`config.mk`:
```
export PLATFORM = sky130hd
export DESIGN_NAME = asc_top
export DESIGN_NICKNAME = d
export VERILOG_FILES = /design/src/verilog/asc_pkg.sv /design/src/verilog/asc_top.sv
export SDC_FILE = /design/constraint.sdc
export NUM_CORES = 1
export LEC_CHECK = 0
export ABC_AREA = 1
export BUFFER_PORTS_ARGS = -buffer_cell sky130_fd_sc_hd__buf_2
export CAP_MARGIN = 20
export CORE_MARGIN = 3
export CORE_UTILIZATION = 45
export CTS_BUF_LIST = sky130_fd_sc_hd__clkbuf_16
export CTS_CLUSTER_SIZE = 20
export DETAILED_ROUTE_END_ITERATION = 10
export GPL_ROUTABILITY_DRIVEN = 1
export PLACE_DENSITY = 0.79
export SYNTH_ARGS = -nofsm -noshare
export SYNTH_HDL_FRONTEND = slang
export SYNTH_SLANG_ARGS = --single-unit
```
`constraint.sdc`:
```
create_clock -name pclk -period 2 [get_ports pclk]
set_input_delay 0.1 -clock pclk [delete_from_list [all_inputs] [get_ports pclk]]
set_output_delay 0.1 -clock pclk [all_outputs]
set_load 0.01 [all_outputs]
```
`src/verilog/asc_pkg.sv`:
```
// Package with register map, field layouts, states and timing for the converter sequencer.
`default_nettype none
package asc_pkg;
  // Register byte offsets on the APB bus.
  localparam logic [7:0] OFS_CON1 = 8'h00;
  localparam logic [7:0] OFS_CON2 = 8'h04;
  localparam logic [7:0] OFS_DMACFG = 8'h08;
  localparam logic [7:0] OFS_RESULT = 8'h0C;
  localparam logic [7:0] OFS_IRQ_STAT = 8'h10;
  localparam logic [7:0] OFS_IRQ_MASK = 8'h14;
  // Writable bits of the two control registers and their value after reset.
  localparam logic [15:0] CON1_CFG_MASK = 16'hB7EC;
  localparam logic [15:0] CON2_CFG_MASK = 16'hE73F;
  localparam logic [15:0] CON_RESET = 16'h0000;
  // Field positions in the extra DMA configuration register.
  localparam int DMACFG_LEN_LSB = 0;
  localparam int DMACFG_SEL_BIT = 8;
  // Interrupt status and mask bit positions.
  localparam int IRQ_DONE_BIT = 0;
  localparam int IRQ_FLAG_BIT = 1;
  // Result format and trigger source codes.
  localparam logic [1:0] RESULT_FORMAT_SIGNED = 2'h1;
  localparam logic [2:0] TRIG_MANUAL = 3'h0;
  localparam logic [2:0] TRIG_AUTO = 3'h7;
  // Timing: figures in ns, cycle counts derived from the 40 MHz clock.
  localparam int CLK_MHZ = 40;
  localparam int SAMPLE_TIME_NS = 100;
  localparam int CONV10_TIME_NS = 1000;
  localparam int CONV12_TIME_NS = 2000;
  localparam logic [7:0] SAMPLE_CYC = 8'((SAMPLE_TIME_NS * CLK_MHZ + 999) / 1000);
  localparam logic [7:0] CONV10_CYC = 8'((CONV10_TIME_NS * CLK_MHZ + 999) / 1000);
  localparam logic [7:0] CONV12_CYC = 8'((CONV12_TIME_NS * CLK_MHZ + 999) / 1000);
  localparam int DMA_ADDR_W = 11;

  // Control register one layout.
  typedef struct packed {
    logic converter_on;
    logic rsv14;
    logic idle_stop;
    logic dma_order_mode;
    logic rsv11;
    logic twelve_bit_select;
    logic [1:0] result_format;
    logic [2:0] conversion_trigger_select;
    logic rsv4;
    logic simultaneous_sample;
    logic auto_sample_start;
    logic sample_active;
    logic done;
  } asc_con1_s;

  // Control register two layout.
  typedef struct packed {
    logic [2:0] reference_config;
    logic [1:0] rsv12;
    logic scan_inputs;
    logic [1:0] sh_channel_count;
    logic fill_half_status;
    logic rsv6;
    logic [3:0] increment_rate;
    logic fill_mode;
    logic alternate_input_select;
  } asc_con2_s;

  // Word handed to the DMA channel with each request.
  typedef struct packed {
    logic [DMA_ADDR_W-1:0] addr;
    logic [15:0] data;
  } asc_dma_s;

  // Sequencer states, Gray coded along idle, sample, convert.
  typedef enum logic [1:0] {
    ST_IDLE = 2'h0,
    ST_SAMPLE = 2'h1,
    ST_CONVERT = 2'h3
  } asc_state_e;
endpackage
`default_nettype wire

```
`src/verilog/asc_top.sv`:
```
// Sequencing and control logic of a successive-approximation converter with APB registers.
`default_nettype none

// Summary of operation
// - Setting converter_on enables the converter; software sets it last.
// - Interrupt flag with DMA source selected issues one DMA request.
// - increment_rate sets how many conversions pass before the pointer advances.
// - Order mode writes every request at the operation count, which then equals increment_rate.
// - Scatter/gather address comes from input index and buffer size per input.
// - Twelve-bit mode has one sample/hold, never samples channels together.
// - simultaneous_sample reads zero and has no effect in twelve-bit mode.
// - Simultaneous mode samples channels 0-3 or 0-1, else one after another.
// - Unsigned and signed formats; signed fills upper bits with inverted MSB.
// - Auto start begins sampling right after a conversion ends.
// - Without auto start, sampling begins when software sets sample_active.
// - Manual trigger: writing sample_active zero ends sampling and converts.
// - Other triggers clear sample_active in hardware and start conversion.
// - Done sets when conversion completes, clears when a new one starts.
// - Software clears done by writing zero; ones ignored; sequencing undisturbed.
// - twelve_bit_select picks ten bits with four paths or twelve with one.
module asc_top
  import asc_pkg::*;
(
  input wire logic pclk,
  input wire logic presetn,
  input wire logic psel,
  input wire logic penable,
  input wire logic pwrite,
  input wire logic [7:0] paddr,
  input wire logic [31:0] pwdata,
  output logic [31:0] prdata,
  output logic pready,
  output logic pslverr,
  input wire logic trig_in,
  input wire logic [11:0] adc_raw,
  output logic [3:0] sh_sample,
  output logic irq,
  output logic dma_req,
  output asc_dma_s dma_out
);

  asc_con1_s con1;
  asc_con2_s con2;
  asc_state_e state;
  logic [2:0] buf_len_sel;
  logic dma_sel;
  logic [1:0] irq_stat;
  logic [1:0] irq_mask;
  logic done_flag;
  logic [15:0] result;
  logic [15:0] next_result;
  logic [1:0] trig_sync;
  logic trig_prev;
  logic [11:0] raw_meta;
  logic [11:0] raw_sync;
  logic [7:0] tmr;
  logic [7:0] conv_cyc;
  logic [1:0] ch_idx;
  logic [1:0] conv_ch;
  logic [1:0] nch_m1;
  logic [3:0] op_cnt;
  logic [6:0] blk_ptr;
  logic [6:0] len_mask;
  logic [DMA_ADDR_W-1:0] sg_addr;
  logic [15:0] con1_rd;
  logic apb_wr;
  logic wr_con1;
  logic simultaneous_sample_eff;
  logic multi;
  logic trig_fire;
  logic sw_start;
  logic sw_end;
  logic hw_end;
  logic start_conv;
  logic conv_tick;
  logic seq_end;
  logic next_conv;
  logic enter_sample;
  logic irq_evt;

  ////////////////////////////////////////////////////////////////////////////
  // Input synchronisers and trigger edge detection.

  // Trigger pin and raw result pass two flops before any logic reads them.
  always_ff @(posedge pclk or negedge presetn) begin
    if (!presetn) begin
      trig_sync <= 2'h0;
      trig_prev <= 1'b0;
      raw_meta <= 12'h000;
      raw_sync <= 12'h000;
    end else begin
      trig_sync <= {trig_sync[0], trig_in};
      trig_prev <= trig_sync[1];
      raw_meta <= adc_raw;
      raw_sync <= raw_meta;
    end
  end

  assign trig_fire = trig_sync[1] & ~trig_prev;

  ////////////////////////////////////////////////////////////////////////////
  // Decode of configuration and sequencing events.

  // The twelve-bit mode has a single path, so channel count and simultaneity collapse.
  assign simultaneous_sample_eff = con1.simultaneous_sample & ~con1.twelve_bit_select;
  assign nch_m1 = con1.twelve_bit_select ? 2'h0 :
                  con2.sh_channel_count[1] ? 2'h3 : {1'b0, con2.sh_channel_count[0]};
  assign multi = simultaneous_sample_eff & (nch_m1 != 2'h0);
  assign conv_cyc = con1.twelve_bit_select ? CONV12_CYC : CONV10_CYC;

  // Start and end of sampling, from software or from hardware.
  assign apb_wr = psel & penable & pready & pwrite;
  assign wr_con1 = apb_wr & (paddr == OFS_CON1);
  assign sw_start = wr_con1 & pwdata[1] & ~con1.auto_sample_start & con1.converter_on & (state == ST_IDLE);
  assign sw_end = wr_con1 & ~pwdata[1] & (con1.conversion_trigger_select == TRIG_MANUAL)
                  & (state == ST_SAMPLE);
  assign hw_end = (state == ST_SAMPLE) & (con1.conversion_trigger_select != TRIG_MANUAL)
                  & ((con1.conversion_trigger_select == TRIG_AUTO) ? (tmr == 8'h00) : trig_fire);
  assign start_conv = con1.converter_on & (sw_end | hw_end);
  assign conv_tick = (state == ST_CONVERT) & (tmr == 8'h00);
  assign seq_end = conv_tick & (~multi | (conv_ch == nch_m1));
  assign next_conv = conv_tick & ~seq_end & con1.converter_on;
  assign enter_sample = con1.converter_on & (((state == ST_IDLE) & (con1.auto_sample_start | sw_start))
                        | (seq_end & con1.auto_sample_start));
  assign irq_evt = conv_tick & (op_cnt == con2.increment_rate);

  ////////////////////////////////////////////////////////////////////////////
  // Sequencer.

  // Idle, sampling and converting; a cleared enable forces idle at once.
  always_ff @(posedge pclk or negedge presetn) begin
    if (!presetn) begin
      state <= ST_IDLE;
    end else if (!con1.converter_on) begin
      state <= ST_IDLE;
    end else begin
      case (state)
        ST_IDLE: begin
          if (enter_sample) begin
            state <= ST_SAMPLE;
          end
        end
        ST_SAMPLE: begin
          if (start_conv) begin
            state <= ST_CONVERT;
          end
        end
        ST_CONVERT: begin
          if (seq_end) begin
            state <= con1.auto_sample_start ? ST_SAMPLE : ST_IDLE;
          end
        end
        default: begin
          state <= ST_IDLE;
        end
      endcase
    end
  end

  // Sample and conversion timer, loaded at each phase start.
  always_ff @(posedge pclk or negedge presetn) begin
    if (!presetn) begin
      tmr <= 8'h00;
    end else if (enter_sample) begin
      tmr <= SAMPLE_CYC - 8'h01;
    end else if (start_conv | next_conv) begin
      tmr <= conv_cyc - 8'h01;
    end else if (tmr != 8'h00) begin
      tmr <= tmr - 8'h01;
    end
  end

  // Channel being converted and channel to sample next in sequential mode.
  always_ff @(posedge pclk or negedge presetn) begin
    if (!presetn) begin
      conv_ch <= 2'h0;
      ch_idx <= 2'h0;
    end else if (!con1.converter_on) begin
      conv_ch <= 2'h0;
      ch_idx <= 2'h0;
    end else begin
      if (start_conv) begin
        conv_ch <= multi ? 2'h0 : ch_idx;
      end else if (next_conv) begin
        conv_ch <= conv_ch + 2'h1;
      end
      if (multi) begin
        ch_idx <= 2'h0;
      end else if (seq_end) begin
        ch_idx <= (ch_idx == nch_m1) ? 2'h0 : ch_idx + 2'h1;
      end
    end
  end

  // Sample/hold enables: all chosen paths together, or one path at a time.
  always_ff @(posedge pclk or negedge presetn) begin
    if (!presetn) begin
      sh_sample <= 4'h0;
    end else if (state != ST_SAMPLE) begin
      sh_sample <= 4'h0;
    end else if (multi) begin
      sh_sample <= {{2{nch_m1[1]}}, |nch_m1, 1'b1};
    end else begin
      sh_sample <= 4'h1 << ch_idx;
    end
  end

  // Done flag: set by completion, cleared at a new start or by a software zero.
  always_ff @(posedge pclk or negedge presetn) begin
    if (!presetn) begin
      done_flag <= 1'b0;
    end else if (seq_end) begin
      done_flag <= 1'b1;
    end else if (start_conv) begin
      done_flag <= 1'b0;
    end else if (wr_con1 & ~pwdata[0]) begin
      done_flag <= 1'b0;
    end
  end

  ////////////////////////////////////////////////////////////////////////////
  // Result formatting and DMA addressing.

  // Format the converted word as unsigned, or signed with the inverted top bit.
  always_comb begin
    if (con1.twelve_bit_select) begin
      if (con1.result_format == RESULT_FORMAT_SIGNED) begin
        next_result = {{5{~raw_sync[11]}}, raw_sync[10:0]};
      end else begin
        next_result = {4'h0, raw_sync};
      end
    end else begin
      if (con1.result_format == RESULT_FORMAT_SIGNED) begin
        next_result = {{7{~raw_sync[9]}}, raw_sync[8:0]};
      end else begin
        next_result = {6'h00, raw_sync[9:0]};
      end
    end
  end

  // Scatter/gather address: input index times words per input plus the pointer.
  assign len_mask = 7'h7F >> (3'h7 - buf_len_sel);
  assign sg_addr = (DMA_ADDR_W'(conv_ch) << buf_len_sel) | DMA_ADDR_W'(blk_ptr);

  // Operation counter steps at every conversion; buffer pointer advances every increment_rate+1 conversions.
  always_ff @(posedge pclk or negedge presetn) begin
    if (!presetn) begin
      op_cnt <= 4'h0;
      blk_ptr <= 7'h00;
      result <= 16'h0000;
    end else if (!con1.converter_on) begin
      op_cnt <= 4'h0;
      blk_ptr <= 7'h00;
    end else if (conv_tick) begin
      result <= next_result;
      op_cnt <= irq_evt ? 4'h0 : op_cnt + 4'h1;
      if (irq_evt) begin
        blk_ptr <= (blk_ptr + 7'h01) & len_mask;
      end
    end
  end

  // One DMA request per interrupt flag event when the DMA source is selected.
  always_ff @(posedge pclk or negedge presetn) begin
    if (!presetn) begin
      dma_req <= 1'b0;
      dma_out <= '0;
    end else begin
      dma_req <= irq_evt & dma_sel;
      if (irq_evt) begin
        dma_out.addr <= con1.dma_order_mode ? DMA_ADDR_W'(op_cnt) : sg_addr;
        dma_out.data <= next_result;
      end
    end
  end

  ////////////////////////////////////////////////////////////////////////////
  // Interrupt status and mask.

  // Sticky bits, cleared by writing one; a new event wins over the clear.
  always_ff @(posedge pclk or negedge presetn) begin
    if (!presetn) begin
      irq_stat <= 2'h0;
      irq_mask <= 2'h0;
      irq <= 1'b0;
    end else begin
      irq_stat <= (irq_stat & ~((apb_wr & (paddr == OFS_IRQ_STAT)) ? pwdata[1:0] : 2'h0))
                  | {irq_evt, seq_end};
      if (apb_wr & (paddr == OFS_IRQ_MASK)) begin
        irq_mask <= pwdata[1:0];
      end
      irq <= |(irq_stat & irq_mask);
    end
  end

  ////////////////////////////////////////////////////////////////////////////
  // APB register file.

  // Configuration writes; sample_active and done are handled by the sequencer.
  always_ff @(posedge pclk or negedge presetn) begin
    if (!presetn) begin
      con1 <= asc_con1_s'(CON_RESET);
      con2 <= asc_con2_s'(CON_RESET);
      buf_len_sel <= 3'h0;
      dma_sel <= 1'b0;
    end else if (apb_wr) begin
      if (paddr == OFS_CON1) begin
        con1 <= asc_con1_s'(pwdata[15:0] & CON1_CFG_MASK);
      end
      if (paddr == OFS_CON2) begin
        con2 <= asc_con2_s'(pwdata[15:0] & CON2_CFG_MASK);
      end
      if (paddr == OFS_DMACFG) begin
        buf_len_sel <= pwdata[DMACFG_LEN_LSB+:3];
        dma_sel <= pwdata[DMACFG_SEL_BIT];
      end
    end
  end

  assign con1_rd = {con1[15:4], simultaneous_sample_eff, con1.auto_sample_start, state == ST_SAMPLE, done_flag};

  // Read data and error are captured in the setup cycle; ready follows it.
  always_ff @(posedge pclk or negedge presetn) begin
    if (!presetn) begin
      prdata <= 32'h0000_0000;
      pready <= 1'b0;
      pslverr <= 1'b0;
    end else begin
      pready <= psel & ~penable;
      if (psel & ~penable) begin
        pslverr <= 1'b0;
        case (paddr)
          OFS_CON1: prdata <= {16'h0000, con1_rd};
          OFS_CON2: prdata <= {16'h0000, con2};
          OFS_DMACFG: prdata <= {23'h0, dma_sel, 5'h00, buf_len_sel};
          OFS_RESULT: prdata <= {16'h0000, result};
          OFS_IRQ_STAT: prdata <= {30'h0, irq_stat};
          OFS_IRQ_MASK: prdata <= {30'h0, irq_mask};
          default: begin
            prdata <= 32'h0000_0000;
            pslverr <= 1'b1;
          end
        endcase
      end
    end
  end
endmodule
`default_nettype wire

```
# Word level (Yosys, flattened, before mapping)
# Index checks and enable logic that the tools add are counted.
# classes
n_addsub	7
mul	0
n_div	0
order_cmp	0
eq_ne	20
shifts	3
mux	39
bitwise	51
n_reduce_logical	18
# ops
op	n
case mux 16 bit (6 select lines)	1
2-to-1 mux 16 bit	3
bitwise AND 1 bit	30
2-to-1 mux 2 bit	15
2-to-1 mux 7 bit	4
2-to-1 mux 8 bit	3
2-to-1 mux 4 bit	5
== test 8 x 4 -> 1 bit, second input constant	2
== test 8 x 5 -> 1 bit, second input constant	2
logical NOT 8 bit	2
2-to-1 mux 11 bit	1
bitwise OR 11 x 7 -> 11 bit	1
left shift 2 x 3 -> 11 bit	1
NOT 1 bit	10
AND reduction 2 bit	5
nonzero test 3 bit	3
== test 8 x 3 -> 1 bit, second input constant	1
nonzero test 8 bit	1
subtractor 7 x 1 -> 8 bit, second input constant	1
subtractor 8 x 1 -> 8 bit, second input constant	1
adder 7 x 1 -> 7 bit, second input constant	1
bitwise AND 7 bit	1
>> shifter 7 x 3 -> 7 bit, first input constant	1
2-to-1 mux 1 bit	6
24 further kinds	37
# totals
ff_bits	167
latchBits	0
ram_bits	0
romBits	0
inputBits	58
output_inout_bits	67
elab_cells	176
mem_count	0

# Longest topological paths before layout
# logic_depth
depth_word	15
depth_mapped	17
depth_no_buf	17

# Worst setup path before layout
# OpenSTA, ideal clock, no wires.
# synth_path
path_kind	register to register
from	register tmr[5]
to	register tmr[6]
setup_ns	0.117
arrival_time_ns	1.783
t_required_ns	1.883
path_slack_ns	0.100
stages_incl_launch_ff	16
n_path_buf	0
period_less_slack_ns	1.900
path_cell_list	dfrtp_1 nor2_1 nand2_1 nor2_4 nand2_4 nor2_8 nand2_4 nand2_4 inv_2 nand2_1 ha_1 nand2_2 nor2_4 nand2_1 nor2_1 nor2_1
# synth_between
elab_chain_len	9
elab_cells_between_ends	20
cone_classes	1 x add/sub; 4 x mux; 12 x bitwise; 3 x reduce/logical
# synth_lines
element	line	text
start, declared	asc_top.sv:56	logic [7:0] tmr;
start signal, assigned	asc_top.sv:165	tmr <= SAMPLE_CYC - 8'h01;
start signal, assigned	asc_top.sv:167	tmr <= conv_cyc - 8'h01;
start signal, assigned	asc_top.sv:169	tmr <= tmr - 8'h01;
logical NOT 8 bit	asc_top.sv:118, asc_top.sv:120	
bitwise AND 1 bit	asc_top.sv:120	assign conv_tick = (state == ST_CONVERT) & (tmr == 8'h00);
bitwise AND 1 bit	asc_top.sv:121	assign seq_end = conv_tick & (~multi | (conv_ch == nch_m1));
NOT 1 bit	asc_top.sv:122	assign next_conv = conv_tick & ~seq_end & con1.converter_on;
bitwise AND 1 bit (2 in series)	asc_top.sv:122	
bitwise OR 1 bit	asc_top.sv:166	end else if (start_conv | next_conv) begin
2-to-1 mux 8 bit	asc_top.sv:166	
2-to-1 mux 8 bit	asc_top.sv:164	end else if (enter_sample) begin
# Parallel ways exist; a longest one is shown, timed or not. The select of a mux whose other input is x is not followed.
# A chain may end at the register's enable or synchronous reset.

# Worst setup path after layout
# layout_path
from	register tmr[2]
to	register tmr[6]
# Same word-level chain as after synthesis.

==> metrics.txt <==
CP max FO=3; io pins=roughly 130; initial core utilization=between 40 and 50%; Hold Vio Cnt, Final=0; Peak VDD IR=slightly below 600 uV; root buf cell=clkbuf_16; routed wl met3=941 um; Worst path most repeated cell=nand2_4; TritonCTS clock tree=yes; r2r startpoint=tmr[2]; worst path arrival time=~2.2 ns; CP max stage cell=dfrtp_1; Pins Over Slew Limit=0; Worst Max-Slew Pin Slew=a little under 0.6 ns; vias in the first global route=5220; multi-input logic area=between 0.002 and 0.0025 mm^2; WL/cell=~15 um; Pwr Total=approximately 6300 uW; synth top area cells=dfrtp_1 55%, nand2_1 10%, o21ai_0 6.2%; reg-to-reg endpoint=tmr[6]; DP HPWL=about 11000 um; CTS sink count=roughly 140; ys async rst share=100.0%; P_leak=0.004183 uW; Crit path buffers/inverters=1; Synth area leader=dfrtp_1; Main synth FF type=dfrtp_1; EDFF count, synth=0; Fin Clk Skew=between 0.008 and 0.009 ns; Std-Cell Rows=43; Antenna Nets Post-Route=0; latest clock arrival within the worst-skew pair=0.43 ns; Top delay family on crit path=simple AND/OR/NAND/NOR gates; Synth top area share=a little over half; GPL Wtd Cong=between 0.9 and 1; post-synthesis sequential area ratio=54.71%; status=completed; die height=126.6 um; H-tree levels=4; initial antenna violation count=0; Finish-stage setup viols=0; CP Class=reg -> reg; die width=around 130 um; Seq cells post-synth=143; WHS=roughly 0.03 ns; largest net degree at the start of global routing=59; Hold EP=con2[2]; number of I/O port buffers=between 80 and 90; most frequent cells after synthesis=178 x nand2_1, 143 x dfrtp_1, 81 x o21ai_0; pwr dens=around 780 mW/mm^2; Slew headroom=between 60% and 70%; synth unique cells=48; final worst slack=0.1341 ns; CP cell instances=nor2_2, nand2_2, nor2_4, nand2_4, nor2_8, nand2_4, nand2_4, inv_2, nand2_1, ha_2, nand2_2, nor2_4, nand2_1, nor2_1, nor2_1; Syn Area/Cell=8.912 um^2; first-pass GRT wire length=26170 um; Worst-path clk slew=0.06 ns; max layer used=met4; Worst setup SP type=register; aggregate global-route resource usage=between 20 and 25%; Post-route DRC=0; Reg2Reg Depth=15; drt pass-1 iters=5; pre-CTS setup slack=between 0.08 and 0.09 ns; Num CTS Buffers=17; DRT iter0 DRCs=~530; Post-Syn Area=0.006541 mm^2; Crit. path cell count=15; total core area=approximately 0.014 mm^2; met2 routed WL=between 7000 and 8000 um; Routed WL=about 16000 um; Worst Hold Class=in -> reg; Final Non-Filler Cells=roughly 1100; layout cells sized above 1=22.42%; fin crit period=about 1.9 ns; most common cell in the netlist=nand2_1; full die area=approximately 0.016 mm^2; Final Net Count=around 950; Hold Crit Depth=3; warnings from Yosys=0; M1 WL=7081 um; hold wc startpoint=pwdata[2]; vias=roughly 5400; fillers=roughly 1200; Cells after DPL=about 1000; vias per cell=roughly 5.0; period utilization=between 90% and 100%; Max clock buf depth=2; fmax=between 0.5 and 0.6 GHz; Max Cap Viol=0; Layout area overhead=24.29%; worst endpoint required time=2.32 ns; Crit. End Element=register; Register Area=between 0.003 and 0.004 mm^2; GRT overflow=0; worst reg2reg setup slack=0.13 ns; Max stage delay on crit path=about 0.39 ns; setup tns final=0 ns; Cells after Synth=~730
==> where the power goes <==
group	internal, uW	switching [uW]	total (uW)
clock network	1670	1180	2850
registers	2970	41.9	3010
logic	186	263	449
total	4820	1490	6310
==> logic make-up after synthesis <==
kind of cell | after synthesis | synth area share (%)
flip-flops | 143 | 54.71
AND/OR/NAND/NOR | 310 | 21.58
XOR/XNOR | 8 | 1.071
buffers and inverters | 125 | 8.607
AO/OA/AOI/OAI | 135 | 11.74
other | 1 | 0.05733
multiplexers | 3 | 0.5164
adder cells (fa/ha/maj) | 9 | 1.722
==> per-layer routing <==
metal  vias up  track usage [%]
met1      2529            27.70
met5         -                0
li1       2634                -
met3        24            5.305
met2       187            33.16
met4         0            6.814
==> per-stage QoR <==
stage,cell area [um^2],util (%)
finish,8130,57.90
global route,8128,57.88
CTS,8064,57.43
detailed placement,7263,51.72
global placement,7263,51.72
floorplan,6605,-
==> how the worst max path moves through the flow <==
stage                start      to  slack [ns]
CTS                 tmr[5]  tmr[6]        0.06
floorplan           tmr[5]  tmr[6]        0.10
finish              tmr[2]  tmr[6]        0.13
global route        tmr[2]  tmr[6]      -0.002
detailed placement  tmr[5]  tmr[6]        0.08
global placement    tmr[5]  tmr[6]        0.12
==> area by class of cell <==
type / instances / area share [%]
tap: 180 / 2.770
multi-input combinational: 483 / 30.52
antenna: 1 / 0.03078
inverter: 86 / 3.986
clock buffer: 17 / 5.232
timing repair buffer: 148 / 12.14
sequential: 143 / 44.03
clock inverter: 15 / 1.293
==> layout by cell type, fill, tap and decap left out, types with 9 or more instances in the layout <==
master,Yosys,routed
a21oi_1,20,20
buf_2,2,88
buf_4,22,30
clkbuf_16,0,17
conb_1,1,18
dfrtp_1,143,142
dlygate4sd3_1,0,27
inv_1,80,82
nand2_1,178,176
nand2_2,12,14
nand3_1,37,37
nor2_1,45,43
nor3_1,9,9
o21ai_0,81,80
==> registers in the layout, summed over array words and instances (netlist names), 2 cells and up <==
name	cells
dma_out	22
prdata	16
result	13
con2	12
raw_meta	12
raw_sync	12
con1	11
tmr	8
blk_ptr	7
op_cnt	4
sh_sample	4
buf_len_sel	3
ch_idx	2
conv_ch	2
irq_mask	2
irq_stat	2
state	2
trig_sync	2
==> worst reg2reg max path, stage by stage (launching register included) <==
cell	delay [ns]
dfrtp_1	0.39
nor2_2	0.14
nand2_2	0.09
nor2_4	0.14
nand2_4	0.08
nor2_8	0.10
nand2_4	0.06
nand2_4	0.07
inv_2	0.04
nand2_1	0.06
ha_2	0.19
nand2_2	0.08
nor2_4	0.11
nand2_1	0.08
nor2_1	0.09
nor2_1	0.05
==> what timing repair did <==
item,CTS,global route
setup endpoints to repair,0,5
gates resized for setup,0,8
hold buffers,27,0
endpoints found under the hold margin,88,0
setup buffers,0,6
Note: power is estimated with default switching activity, not from simulation.
